`src/core/host_port_pkg.sv`:
```
// constants for the multiplexed host bus port
package host_port_pkg;
  // ***************************************************
  // widths
  // ***************************************************
  localparam int unsigned HALF_W   = 16;
  localparam int unsigned WORD_W   = 32;
  localparam int unsigned AXI_AW   = 12;
  localparam int unsigned IDX_W    = 3;
  localparam int unsigned IDX_LSB  = 2;
  localparam int unsigned BUF_W    = 7;
  localparam int unsigned DS_WORDS = 4;

  // ***************************************************
  // register indices (byte address = 4 * index)
  // ***************************************************
  localparam logic [IDX_W-1:0] IDX_ASSIST   = 3'h0;
  localparam logic [IDX_W-1:0] IDX_OUT_CTRL = 3'h1;
  localparam logic [IDX_W-1:0] IDX_IN_MASK  = 3'h2;
  localparam logic [IDX_W-1:0] IDX_IN_CMD   = 3'h3;
  localparam logic [IDX_W-1:0] IDX_DS_BASE  = 3'h4;

  // ***************************************************
  // field positions
  // ***************************************************
  localparam int unsigned ASSIST_EN_BIT  = 0;
  localparam int unsigned ASSIST_POL_BIT = 1;
  localparam int unsigned ASSIST_OE_BIT  = 2;
  localparam int unsigned OUT_BUSY_BIT   = 15;
  localparam int unsigned OUT_FETCH_BIT  = 9;
  localparam int unsigned OUT_SWAP_BIT   = 8;
  localparam int unsigned OUT_HOST_LSB   = 16;
  localparam int unsigned IN_LOAD_BIT    = 1;
  localparam int unsigned IN_BUSY_BIT    = 15;

  // ***************************************************
  // reset values and answers
  // ***************************************************
  localparam logic [WORD_W-1:0] WORD_ZERO = 32'h0000_0000;
  localparam logic [HALF_W-1:0] HALF_ZERO = 16'h0000;
  localparam logic [BUF_W-1:0]  BUF_ZERO  = 7'h00;
  localparam logic [1:0]        RESP_OKAY = 2'h0;
  localparam logic [1:0]        RESP_SLV  = 2'h2;
  localparam logic [1:0]        STRAP_CNT = 2'h3;

  // ***************************************************
  // host access sequencer
  // ***************************************************
  typedef enum logic [2:0] {ST_IDLE, ST_EDGE, ST_REL, ST_END} hp_state_t;
endpackage

```
`src/core/mux_host_bus_dma_port.sv`:
```
// multiplexed 16-bit host bus port with transfer request pin and register file
// Operation
// - rising-strobe mode latches address on rising edge of address_strobe
// - falling-strobe mode latches address on falling edge of addr_latch_strobe
// - rising mode read: wait low at next bus clock rise, release on rise
// - falling mode read: wait low at next bus clock fall, release on rise
// - data drivers off as soon as chip select or read strobe goes high
// - rising mode write: capture on rise, wait low, release after internal write
// - falling mode write: capture and wait low on fall, release on rise
// - wait low at most five bus clocks with 80 MHz core clock
// - wait low at most seven bus clocks with 40 MHz core clock
// - falling mode limit adds one bus clock low phase
// - first half read copies register; second read uses the copy
// - rising mode reads upper half first, lower second
// - falling mode reads lower half first, upper second
// - rising mode writes upper half first, lower second
// - falling mode writes lower half first, upper second
// - word stored only on second half write
// - request pin driven only while output enabled
// - polarity bit clear gives active-high request signalling
// - enable bit set drives pin active; clear makes it inactive
// - fetch and swap writes accepted only while out_busy_r is clear
`timescale 1ns/100ps
`default_nettype none
module mux_host_bus_dma_port
(
  // clock and reset
  input  wire logic                  mclk,
  input  wire logic                  nrst,
  // mode strap, high selects falling-strobe mode
  input  wire logic                  falling_strobe_mode,
  // host bus pins
  input  wire logic                  host_bus_clock,
  input  wire logic                  chip_select_n,
  input  wire logic                  read_strobe_n,
  input  wire logic                  write_strobe_n,
  input  wire logic                  address_strobe_n,
  input  wire logic                  addr_latch_strobe,
  input  wire logic [15:0]           muxed_addr_data_in,
  output logic      [15:0]           muxed_addr_data_out,
  output logic                       muxed_addr_data_oe_n,
  output logic                       wait_release_out,
  // transfer request pin
  output logic                       transfer_request_pin,
  output logic                       transfer_request_oe_n,
  // message handler side
  output logic                       out_fetch_req,
  output logic                       out_swap_req,
  input  wire logic                  out_fetch_done,
  output logic                       in_xfer_req,
  output logic      [6:0]            in_target_index,
  input  wire logic                  in_xfer_done,
  // axi4-lite slave
  input  wire logic [11:0]           s_axi_awaddr,
  input  wire logic                  s_axi_awvalid,
  output logic                       s_axi_awready,
  input  wire logic [31:0]           s_axi_wdata,
  input  wire logic [3:0]            s_axi_wstrb,
  input  wire logic                  s_axi_wvalid,
  output logic                       s_axi_wready,
  output logic      [1:0]            s_axi_bresp,
  output logic                       s_axi_bvalid,
  input  wire logic                  s_axi_bready,
  input  wire logic [11:0]           s_axi_araddr,
  input  wire logic                  s_axi_arvalid,
  output logic                       s_axi_arready,
  output logic      [31:0]           s_axi_rdata,
  output logic      [1:0]            s_axi_rresp,
  output logic                       s_axi_rvalid,
  input  wire logic                  s_axi_rready
);

  // ***************************************************
  // pin synchronisers
  // ***************************************************
  logic [6:0]  pin_meta_r;
  logic [6:0]  pin_sync_r;
  logic        bclk_d_r;
  logic        as_d_r;
  logic        ale_d_r;

  always_ff @(posedge mclk or negedge nrst)
  begin
    if (!nrst)
    begin
      pin_meta_r <= 7'h7E;
      pin_sync_r <= 7'h7E;
    end
    else
    begin
      pin_meta_r <= {falling_strobe_mode, host_bus_clock, chip_select_n, read_strobe_n,
                     write_strobe_n, address_strobe_n, addr_latch_strobe};
      pin_sync_r <= pin_meta_r;
    end
  end

  logic [15:0] bus_sync_r;
  logic [15:0] bus_meta_r;

  always_ff @(posedge mclk or negedge nrst)
  begin
    if (!nrst)
    begin
      bus_meta_r <= host_port_pkg::HALF_ZERO;
      bus_sync_r <= host_port_pkg::HALF_ZERO;
    end
    else
    begin
      bus_meta_r <= muxed_addr_data_in;
      bus_sync_r <= bus_meta_r;
    end
  end

  logic strap_s;
  logic bclk_s;
  logic cs_s;
  logic rd_s;
  logic wr_s;
  logic as_s;
  logic ale_s;
  assign strap_s = pin_sync_r[6];
  assign bclk_s  = pin_sync_r[5];
  assign cs_s    = pin_sync_r[4];
  assign rd_s    = pin_sync_r[3];
  assign wr_s    = pin_sync_r[2];
  assign as_s    = pin_sync_r[1];
  assign ale_s   = pin_sync_r[0];

  always_ff @(posedge mclk or negedge nrst)
  begin
    if (!nrst)
    begin
      bclk_d_r <= 1'b1;
      as_d_r   <= 1'b1;
      ale_d_r  <= 1'b0;
    end
    else
    begin
      bclk_d_r <= bclk_s;
      as_d_r   <= as_s;
      ale_d_r  <= ale_s;
    end
  end

  logic bclk_rise;
  logic bclk_fall;
  assign bclk_rise = bclk_s & ~bclk_d_r;
  assign bclk_fall = ~bclk_s & bclk_d_r;

  // ***************************************************
  // mode strap capture after reset release
  // ***************************************************
  logic [1:0] strap_cnt_r;
  logic       fall_mode_r;

  always_ff @(posedge mclk or negedge nrst)
  begin
    if (!nrst)
    begin
      strap_cnt_r <= 2'h0;
      fall_mode_r <= 1'b0;
    end
    else if (strap_cnt_r != host_port_pkg::STRAP_CNT)
    begin
      strap_cnt_r <= strap_cnt_r + 2'h1;
      fall_mode_r <= strap_s;
    end
  end

  // ***************************************************
  // address latch
  // ***************************************************
  logic [15:0] addr_r;

  always_ff @(posedge mclk or negedge nrst)
  begin
    if (!nrst)
      addr_r <= host_port_pkg::HALF_ZERO;
    else if (!fall_mode_r && as_s && !as_d_r)
      addr_r <= bus_sync_r;
    else if (fall_mode_r && !ale_s && ale_d_r)
      addr_r <= bus_sync_r;
  end

  logic [2:0] host_idx;
  assign host_idx = addr_r[host_port_pkg::IDX_LSB +: host_port_pkg::IDX_W];

  // ***************************************************
  // register file
  // ***************************************************
  logic [31:0] assist_r;
  logic [6:0]  out_shadow_idx_r;
  logic [6:0]  out_host_idx_r;
  logic        out_busy_r;
  logic        load_ds_r;
  logic [6:0]  in_idx_r;
  logic        in_busy_r;
  logic [31:0] ds_r [host_port_pkg::DS_WORDS];

  logic        reg_we;
  logic [2:0]  reg_widx;
  logic [31:0] reg_wdata;

  function automatic logic [31:0] reg_read(input logic [2:0] idx);
    logic [31:0] v;
    v = host_port_pkg::WORD_ZERO;
    case (idx)
      host_port_pkg::IDX_ASSIST:
        v = assist_r;
      host_port_pkg::IDX_OUT_CTRL:
      begin
        v[host_port_pkg::OUT_HOST_LSB +: host_port_pkg::BUF_W] = out_host_idx_r;
        v[host_port_pkg::OUT_BUSY_BIT] = out_busy_r;
        v[host_port_pkg::BUF_W-1:0] = out_shadow_idx_r;
      end
      host_port_pkg::IDX_IN_MASK:
        v[host_port_pkg::IN_LOAD_BIT] = load_ds_r;
      host_port_pkg::IDX_IN_CMD:
      begin
        v[host_port_pkg::IN_BUSY_BIT] = in_busy_r;
        v[host_port_pkg::BUF_W-1:0] = in_idx_r;
      end
      default:
        v = ds_r[idx[1:0]];
    endcase
    return v;
  endfunction

  always_ff @(posedge mclk or negedge nrst)
  begin
    if (!nrst)
      assist_r <= host_port_pkg::WORD_ZERO;
    else if (reg_we && reg_widx == host_port_pkg::IDX_ASSIST)
      assist_r <= {29'h0000_0000, reg_wdata[2:0]};
  end

  // transfer request pin
  always_comb
  begin
    transfer_request_oe_n = ~assist_r[host_port_pkg::ASSIST_OE_BIT];
    transfer_request_pin  = assist_r[host_port_pkg::ASSIST_EN_BIT]
                          ^ assist_r[host_port_pkg::ASSIST_POL_BIT];
  end

  logic out_ctrl_we;
  assign out_ctrl_we = reg_we && reg_widx == host_port_pkg::IDX_OUT_CTRL && !out_busy_r;

  always_ff @(posedge mclk or negedge nrst)
  begin
    if (!nrst)
    begin
      out_shadow_idx_r <= host_port_pkg::BUF_ZERO;
      out_host_idx_r   <= host_port_pkg::BUF_ZERO;
      out_busy_r       <= 1'b0;
      out_fetch_req    <= 1'b0;
      out_swap_req     <= 1'b0;
    end
    else
    begin
      out_fetch_req <= out_ctrl_we && reg_wdata[host_port_pkg::OUT_FETCH_BIT];
      out_swap_req  <= out_ctrl_we && reg_wdata[host_port_pkg::OUT_SWAP_BIT];
      if (out_ctrl_we)
        out_shadow_idx_r <= reg_wdata[host_port_pkg::BUF_W-1:0];
      if (out_ctrl_we && reg_wdata[host_port_pkg::OUT_SWAP_BIT])
        out_host_idx_r <= out_shadow_idx_r;
      // set wins over the done pulse
      if (out_ctrl_we && reg_wdata[host_port_pkg::OUT_FETCH_BIT])
        out_busy_r <= 1'b1;
      else if (out_fetch_done)
        out_busy_r <= 1'b0;
    end
  end

  logic in_cmd_we;
  assign in_cmd_we = reg_we && reg_widx == host_port_pkg::IDX_IN_CMD && !in_busy_r;

  always_ff @(posedge mclk or negedge nrst)
  begin
    if (!nrst)
    begin
      load_ds_r   <= 1'b0;
      in_idx_r    <= host_port_pkg::BUF_ZERO;
      in_busy_r   <= 1'b0;
      in_xfer_req <= 1'b0;
    end
    else
    begin
      in_xfer_req <= in_cmd_we;
      if (reg_we && reg_widx == host_port_pkg::IDX_IN_MASK)
        load_ds_r <= reg_wdata[host_port_pkg::IN_LOAD_BIT];
      if (in_cmd_we)
        in_idx_r <= reg_wdata[host_port_pkg::BUF_W-1:0];
      if (in_cmd_we)
        in_busy_r <= 1'b1;
      else if (in_xfer_done)
        in_busy_r <= 1'b0;
    end
  end

  assign in_target_index = in_idx_r;

  genvar g;
  generate
    for (g = 0; g < host_port_pkg::DS_WORDS; g++)
    begin : g_ds
      always_ff @(posedge mclk or negedge nrst)
      begin
        if (!nrst)
          ds_r[g] <= host_port_pkg::WORD_ZERO;
        else if (reg_we && reg_widx == host_port_pkg::IDX_DS_BASE + 3'(g))
          ds_r[g] <= reg_wdata;
      end
    end
  endgenerate

  // ***************************************************
  // host access sequencer
  // ***************************************************
  host_port_pkg::hp_state_t st_r;
  logic        is_wr_r;
  logic        rd_phase_r;
  logic        wr_phase_r;
  logic [31:0] rd_temp_r;
  logic [31:0] wr_temp_r;
  logic [15:0] rd_half_r;
  logic        host_we;

  logic rd_act;
  logic wr_act;
  logic own_edge;
  assign rd_act   = !cs_s && !rd_s;
  assign wr_act   = !cs_s && !wr_s;
  assign own_edge = fall_mode_r ? bclk_fall : bclk_rise;

  logic [31:0] host_word;
  assign host_word = reg_read(host_idx);

  always_ff @(posedge mclk or negedge nrst)
  begin
    if (!nrst)
    begin
      st_r             <= host_port_pkg::ST_IDLE;
      is_wr_r          <= 1'b0;
      rd_phase_r       <= 1'b0;
      wr_phase_r       <= 1'b0;
      rd_temp_r        <= host_port_pkg::WORD_ZERO;
      wr_temp_r        <= host_port_pkg::WORD_ZERO;
      rd_half_r        <= host_port_pkg::HALF_ZERO;
      host_we          <= 1'b0;
      wait_release_out <= 1'b1;
    end
    else
    begin
      host_we <= 1'b0;
      case (st_r)
        host_port_pkg::ST_IDLE:
        begin
          if (rd_act || wr_act)
          begin
            is_wr_r <= wr_act;
            st_r    <= host_port_pkg::ST_EDGE;
          end
        end
        host_port_pkg::ST_EDGE:
        begin
          if (!(rd_act || wr_act))
            st_r <= host_port_pkg::ST_IDLE;
          else if (own_edge)
          begin
            wait_release_out <= 1'b0;
            st_r             <= host_port_pkg::ST_REL;
            if (is_wr_r)
            begin
              wr_phase_r <= ~wr_phase_r;
              if (wr_phase_r == fall_mode_r)
                wr_temp_r[31:16] <= bus_sync_r;
              else
                wr_temp_r[15:0] <= bus_sync_r;
              host_we <= wr_phase_r;
            end
            else
            begin
              rd_phase_r <= ~rd_phase_r;
              if (!rd_phase_r)
              begin
                rd_temp_r <= host_word;
                rd_half_r <= fall_mode_r ? host_word[15:0] : host_word[31:16];
              end
              else
                rd_half_r <= fall_mode_r ? rd_temp_r[31:16] : rd_temp_r[15:0];
            end
          end
        end
        host_port_pkg::ST_REL:
        begin
          // next rise bounds the low time
          if (bclk_rise)
          begin
            wait_release_out <= 1'b1;
            st_r             <= host_port_pkg::ST_END;
          end
        end
        host_port_pkg::ST_END:
        begin
          if (!(rd_act || wr_act))
            st_r <= host_port_pkg::ST_IDLE;
        end
        default:
          st_r <= host_port_pkg::ST_IDLE;
      endcase
    end
  end

  // read data appears when wait is released
  always_ff @(posedge mclk or negedge nrst)
  begin
    if (!nrst)
      muxed_addr_data_out <= host_port_pkg::HALF_ZERO;
    else if (st_r == host_port_pkg::ST_REL && bclk_rise && !is_wr_r)
      muxed_addr_data_out <= rd_half_r;
  end

  assign muxed_addr_data_oe_n = ~rd_act;

  // ***************************************************
  // axi4-lite slave
  // ***************************************************
  logic axi_wr_go;
  logic awaddr_ok;
  logic araddr_ok;
  assign awaddr_ok = s_axi_awaddr[11:5] == 7'h00;
  assign araddr_ok = s_axi_araddr[11:5] == 7'h00;
  // host writes win the shared write port; axi waits a cycle
  assign axi_wr_go     = s_axi_awvalid && s_axi_wvalid && !s_axi_bvalid && !host_we;
  assign s_axi_awready = axi_wr_go;
  assign s_axi_wready  = axi_wr_go;
  assign s_axi_arready = !s_axi_rvalid;

  logic [31:0] axi_wmask;
  always_comb
  begin
    axi_wmask = {{8{s_axi_wstrb[3]}}, {8{s_axi_wstrb[2]}}, {8{s_axi_wstrb[1]}}, {8{s_axi_wstrb[0]}}};
    reg_we    = host_we || (axi_wr_go && awaddr_ok);
    reg_widx  = host_we ? host_idx : s_axi_awaddr[host_port_pkg::IDX_LSB +: host_port_pkg::IDX_W];
    reg_wdata = host_we ? wr_temp_r
              : ((s_axi_wdata & axi_wmask) | (reg_read(reg_widx) & ~axi_wmask));
  end

  always_ff @(posedge mclk or negedge nrst)
  begin
    if (!nrst)
    begin
      s_axi_bvalid <= 1'b0;
      s_axi_bresp  <= host_port_pkg::RESP_OKAY;
    end
    else if (axi_wr_go)
    begin
      s_axi_bvalid <= 1'b1;
      s_axi_bresp  <= awaddr_ok ? host_port_pkg::RESP_OKAY : host_port_pkg::RESP_SLV;
    end
    else if (s_axi_bready)
      s_axi_bvalid <= 1'b0;
  end

  always_ff @(posedge mclk or negedge nrst)
  begin
    if (!nrst)
    begin
      s_axi_rvalid <= 1'b0;
      s_axi_rdata  <= host_port_pkg::WORD_ZERO;
      s_axi_rresp  <= host_port_pkg::RESP_OKAY;
    end
    else if (s_axi_arvalid && !s_axi_rvalid)
    begin
      s_axi_rvalid <= 1'b1;
      s_axi_rdata  <= araddr_ok ? reg_read(s_axi_araddr[host_port_pkg::IDX_LSB +: host_port_pkg::IDX_W])
                                : host_port_pkg::WORD_ZERO;
      s_axi_rresp  <= araddr_ok ? host_port_pkg::RESP_OKAY : host_port_pkg::RESP_SLV;
    end
    else if (s_axi_rready)
      s_axi_rvalid <= 1'b0;
  end

endmodule
`default_nettype wire

```
`config.mk`:
```
export PLATFORM = sky130hd
export DESIGN_NAME = mux_host_bus_dma_port
export DESIGN_NICKNAME = d
export VERILOG_FILES = /design/src/core/host_port_pkg.sv /design/src/core/mux_host_bus_dma_port.sv
export SDC_FILE = /design/constraint.sdc
export NUM_CORES = 1
export LEC_CHECK = 0
export ABC_AREA = 1
export BUFFER_PORTS_ARGS = -buffer_cell sky130_fd_sc_hd__buf_2
export CAP_MARGIN = 20
export CORE_MARGIN = 1.5
export CORE_UTILIZATION = 30
export CTS_BUF_LIST = sky130_fd_sc_hd__clkbuf_2 sky130_fd_sc_hd__clkbuf_4 sky130_fd_sc_hd__clkbuf_8
export CTS_CLUSTER_DIAMETER = 120
export DETAILED_ROUTE_END_ITERATION = 16
export PLACE_DENSITY_LB_ADDON = 0.08
export REMOVE_ABC_BUFFERS = 1
export SLEW_MARGIN = 10
export SYNTH_ARGS = -nofsm -noshare
export SYNTH_HDL_FRONTEND = slang
export SYNTH_SLANG_ARGS = --single-unit
```
`constraint.sdc`:
```
create_clock -name mclk -period 2.9 [get_ports mclk]
set_input_delay 0.145 -clock mclk [delete_from_list [all_inputs] [get_ports mclk]]
set_output_delay 0.145 -clock mclk [all_outputs]
set_load 0.02 [all_outputs]
```
Word-level counts from Yosys, hierarchy flattened:

Index checks and enable logic that the tools add are counted.

* bitwise gates (word level): 18
* eq/ne operators: 24
* add/sub/neg operators: 1
* reductions and logical operators: 68
* mux-type cells: 63
* $lt $le $gt $ge: 3

Operators by type and width (number)
* $mux 32: 8
* $bmux 32 s2: 3
* $and 32x32->32: 2
* $pmux 5 s4: 3
* $mux 16: 3
* $pmux 7 s2: 3
* $not 32->32: 1
* $or 32x32->32: 1
* $mux 9: 3
* $logic_and 1x1->1: 25
* $eq 3x2->1 const B: 8
* $mux 8: 3
* $pmux 1 s4: 6
* $mux 3: 6
* $mux 1: 16
* $reduce_and 4->1: 4
* $reduce_and 5->1: 3
* $logic_not 7->1: 2
* $eq 3x1->1 const B: 4
* $eq 3x3->1 const B: 4
* $logic_not 1->1: 12
* $logic_not 3->1: 4
* $ne 2x2->1 const B: 6
* $pmux 3 s4: 1
* other kinds (18): 46

* output and inout bits: 71
* logic and storage cells: 217
* register bits after elaboration: 357
* input bits: 92

Logic depth before layout (Yosys ltp):

* word-level depth: 11
* gate-level depth with buffers: 16
* gate-level depth less buffers: 13

Worst setup path after synthesis:

No wires, ideal clock.

* path type: register to register
* from: register host_we
* to: register ds_r[122] (netlist bit)
* setup time: 0.117 ns
* cell stages (with the launch flop): 12
* setup slack: 0.967 ns
* period minus slack after synthesis: 1.933 ns
* data required time: 2.783 ns
* arrival time: 1.815 ns
* buffers on the path: 3
* cells stage by stage: dfrtp_1 > buf_6 > nor3_4 > nand4_1 > nand2_2 > nand2_1 > nor2_4 > inv_2 > buf_6 > buf_6 > nand2_1 > nand2_1

* elaborated cells between the ends (all ways): 20
* those cells by class: eq/ne (4); mux (6); bitwise (3); reduce/logical (7)

RTL lines
* start, declared: line mux_host_bus_dma_port.sv:326 `logic host_we;`
* start signal, assigned: line mux_host_bus_dma_port.sv:379 `host_we <= wr_phase_r;`
* $logic_not 1->1: line mux_host_bus_dma_port.sv:434 `assign axi_wr_go = s_axi_awvalid && s_axi_wvalid && !s_axi_bvalid && !host_we;`
* $logic_and 1x1->1: line mux_host_bus_dma_port.sv:434
* net s_axi_awready: line mux_host_bus_dma_port.sv:56 `output logic s_axi_awready,`
* $logic_and 1x1->1: line mux_host_bus_dma_port.sv:443 `reg_we = host_we || (axi_wr_go && awaddr_ok);`
* $logic_or 1x1->1: line mux_host_bus_dma_port.sv:443
* $logic_and 1x1->1: line mux_host_bus_dma_port.sv:310 `else if (reg_we && reg_widx == host_port_pkg::IDX_DS_BASE + 3'(g))`
* end signal, assigned by index: line mux_host_bus_dma_port.sv:309 `ds_r[g] <= host_port_pkg::WORD_ZERO;`
* end signal, assigned by index: line mux_host_bus_dma_port.sv:311 `ds_r[g] <= reg_wdata;`
* end, declared: line mux_host_bus_dma_port.sv:198 `logic [31:0] ds_r [host_port_pkg::DS_WORDS];`

The timed path passes the listed nets, and every way through them passes these cells. The select of a mux whose other input is x is not followed.
A chain may end at the register's enable or synchronous reset.

Final worst setup path:

* from: register host_we
* to: register out_busy_r

* word-level cells in the longest chain between the ends: 11
* elaborated cells between the ends (all ways): 23
* those cells by class: eq/ne (3); mux (7); bitwise (3); reduce/logical (10)

RTL lines
* $mux 3: line mux_host_bus_dma_port.sv:444 `reg_widx = host_we ? host_idx : s_axi_awaddr[host_port_pkg::IDX_LSB +: host_port_pkg::IDX_W];`
* $not 2->3 (implied by the code): line mux_host_bus_dma_port.sv:224 `v = ds_r[idx[1:0]];`
* $bmux 32 s2: line mux_host_bus_dma_port.sv:224
* $mux 32 (implied by the code) (2 in series): line mux_host_bus_dma_port.sv:224
* $mux 8: line mux_host_bus_dma_port.sv:207 `case (idx)`
* $and 32x32->32: line mux_host_bus_dma_port.sv:446 `: ((s_axi_wdata & axi_wmask) | (reg_read(reg_widx) & ~axi_wmask));`
* $or 32x32->32: line mux_host_bus_dma_port.sv:446
* $mux 32: line mux_host_bus_dma_port.sv:445 `reg_wdata = host_we ? wr_temp_r`
* $logic_and 1x1->1 *: line mux_host_bus_dma_port.sv:267 `if (out_ctrl_we && reg_wdata[host_port_pkg::OUT_FETCH_BIT])`
* $mux 1 or $reduce_bool 2->1 (tied branches)
* end signal, assigned: line mux_host_bus_dma_port.sv:254 `out_busy_r <= 1'b0;`
* end signal, assigned: line mux_host_bus_dma_port.sv:268 `out_busy_r <= 1'b1;`
* end signal, assigned: line mux_host_bus_dma_port.sv:270 `out_busy_r <= 1'b0;`
* end, declared: line mux_host_bus_dma_port.sv:194 `logic out_busy_r;`

Every way passes the cells marked *; elsewhere a longest branch is shown, timed or not. The select of a mux whose other input is x is not followed.

==> results.yml <==
outcome:
  status: "finished, final reports clean"
power_and_ir_drop:
  intPower_w: 0.0106
  power_density_nw_per_um2: 750
  switching_share: 0.345
  p_comb_frac: 0.235
  clkPwrFrac: 0.347
  leakage_nw: 10.8
  power_w: 0.0162
  switching_power_w: 0.00560
  seq_power_share: 0.418
  vdd_drop_max_mv: 0.312
synthesis:
  synth_top_area_share: 0.479
  avgSynthCellArea_sq_um: 7.70
  synth-compound-area-share: 0.131
  synth_edf_count: 0
  synth_fa_ha_area_frac: 0.000711
  synth_ff_type: "dfrtp_1"
  syn_area_sq_um: 17600
  synth_cell_types: 49
  yosysMostFrequentCell: "nand2_1"
  synth_top_family_by_area: "simple AND/OR/NAND/NOR gates"
  ys_ff_latch: 352
  synthTopCellsByCount: "nand2_1, dfrtp_1, nand3_1"
  synthArstFlopShare: 1.00
  yosysTopAreaCell: "dfrtp_1"
  synthTopCellsByArea: "dfrtp_1, nand2_1, nand3_1"
  yosys.area_share.simple: 0.289
  synth_warnings: 0
  yosysSeqAreaShare: 0.502
  synth_xor_area_frac: 0.00149
  muxShareOfSynthArea: 0.00704
  syn_inst: 2285
timing:
  rsz0062_at_grt: "false"
  hold_violations: 0
  fmax_ghz: 0.364
  drv_slew: 0
  setup_viol: 0
  period_needed_ps: 2750
  max_slew.worst_pin.slew_ps: 873
  tns_ps: 0
  max-slew-margin-rel: 0.417
  skew_ps: 49.5
  finalCritPeriodShare: 0.948
routing:
  avgRoutedWirePerCell_um: 21.7
  dr.pass1.iters: 6
  via_per_inst: 5.09
  drt-total-wl_mm: 72.8
  route.vias.total: 17000
  ant_nets: 0
  drc: 0
  drt_iter0_drc: 1504
job:
  maxCapViolations: 0
worst_setup_path:
  cp_max_fo: 14
  ff2ff_path_depth: 9
  r2r_slack_ps: 150
  crit_required_ps: 3460
  cpMostUsedCell: "nand2_1"
  path_class: "flip-flop to flip-flop"
  crit_slowest_cell: "dfrtp_4"
  crit_start: "host_we"
  start_kind: "flip-flop"
  crit_path_max_incr_delay_ps: 590
  path_cells: "inv_6 > nand2_1 > nand2_2 > nand2_1 > o21ai_0 > o21ai_1 > nand3_1 > nand2_1 > dlygate4sd3_1"
  cp_data_arrival_time_ps: 3310
  timing.rr.start: "host_we"
  end_kind: "flip-flop"
layout:
  syn_to_final_growth_pct: 22.9
  multiInputGateArea_sq_um: 7580
  layout-drive-gt1-share: 0.183
  seq_area_sq_um: 8830
  nets: 2618
  design_area_sq_um: 21600
  final_cells: 3347
  fillers: 6063
clocking:
  post_cts_buffers: 0
  htreeDepth: 3
  cts-root-buf: "clkbuf_8"
  cts.sinks: 352
  cts_buffer_depth: 3
  clk_pin_slew_ps: 60
  cts_buffers: 71
  clkLatencyLatePin_ps: 670
  tritoncts: "done"
global_route:
  grt_pass1_wl_mm: 108
  grt_usage: 0.244
  first_global_vias: 16500
  antenna_found_initial: 1
  grt_max_degree: 77
  grt_remaining_overflow: 0
hold_path:
  min-delay-start: "s_axi_wdata[24]"
  min_delay_path_depth: 5
  worst_hold_path_type: "input pin to flip-flop"
die:
  die_x_um: 245
  fp.dieH_um: 245
  die-area_sq_um: 60100
  num_rows: 88
  start_util: 0.304
  ios: 163
  core_area_sq_um: 57800
place:
  hpwlAfterDp_mm: 47.7
  gp_congestion: 0.893
  dpl_cell_area_sq_um: 19500
  numPortBuffers: 156
  dp.cells: 3165
-- power by group through the flow --
stage	clock (W)	combinational [W]	sequential, W
2_1_floorplan	0	0.00213	0.00678
3_3_place_gp	0	0.00369	0.00682
3_5_place_dp	0	0.00374	0.00684
4_1_cts	0.00581	0.00381	0.00677
5_1_grt	0.00602	0.00428	0.00692
6_report	0.00564	0.00382	0.00678
-- layout by cell type, fill, tap and decap left out, types with 24 or more instances in the layout --
master         Yosys  routed
a21oi_1           89      89
buf_2             33     155
buf_4              9      84
clkbuf_4           0      24
clkbuf_8           0      96
dfrtp_1          337     335
dlygate4sd3_1      0      52
inv_1            146     146
nand2_1          810     807
nand3_1          209     209
nor2_1           120     120
o211ai_1          29      29
o21ai_0          182     182
o22ai_1           47      47
or2_2             33      33
-- layer usage --
| metal | share of wire | GRT usage | vias up |
|---|---|---|---|
| li1 | - | - | 7963 |
| met1 | 0.45 | 0.341 | 8183 |
| met2 | 0.44 | 0.366 | 722 |
| met3 | 0.074 | 0.0436 | 157 |
| met4 | 0.040 | 0.113 | 0 |
| met5 | 0 | 0 | - |
-- logic make-up after synthesis --
group,after synthesis
adders and majority gates,1
DFF,352
muxes,11
other,1
buffers and inverters,291
AOI/OAI and AO/OA,408
xor gates and xnor gates,3
and+or+nand+nor,1218
-- worst paths after layout --
path                             endpoint
max in group asynchronous        bclk_d_r
min in group asynchronous    s_axi_rvalid
hold / removal                   ds_r[56]
setup reg to reg               out_busy_r
setup / recovery               out_busy_r
hold reg to reg            bus_sync_r[13]
-- final cells by class --
type                       count  share of cell area
sequential                   352               0.408
clock buffer                 120              0.0694
multi-input combinational   1643               0.350
antenna                        2            0.000231
inverter                     157              0.0276
tap                          765              0.0442
clock inverter                 8             0.00330
timing repair buffer         300              0.0968
-- registers in the layout, summed over array words and instances, names as in the netlist, 2 cells and up --
register and flops:
muxed_addr_data_out 16, ds_r 128, bus_meta_r 16, rd_half_r 16
assist_r 3, strap_cnt_r 2, addr_r 3, bus_sync_r 16
out_host_idx_r 7, out_shadow_idx_r 7, rd_temp_r 32, wr_temp_r 32
s_axi_rdata 32, in_target_index 7, st_r 2, pin_meta_r 7
pin_sync_r 7
-- per-stage QoR --
stage               setup WS [ps]   util  hold slack, ps
floorplan                   -2000      -            -151
global route                0.511  0.374            58.1
global placement              365  0.338             230
detailed placement            345  0.338             219
CTS                          45.4  0.374            4.15
finish                        151  0.374            59.0
-- repair_timing --
item / 4_1_cts / 5_1_grt
hold buffers: 52 / 0
endpoints found under the hold margin: 196 / 0
resized for setup: 0 / 6
endpoints found under the setup margin: 0 / 1
-- worst max-delay path, delay by kind of cell (launching register included) --
family | cells | cell delay (ps)
DFF | 1 | 590
and+or+nand+nor | 5 | 870
buffers and inverters | 2 | 730
AOI/OAI and AO/OA | 2 | 470
No activity file was read; power rests on OpenSTA's default activity.
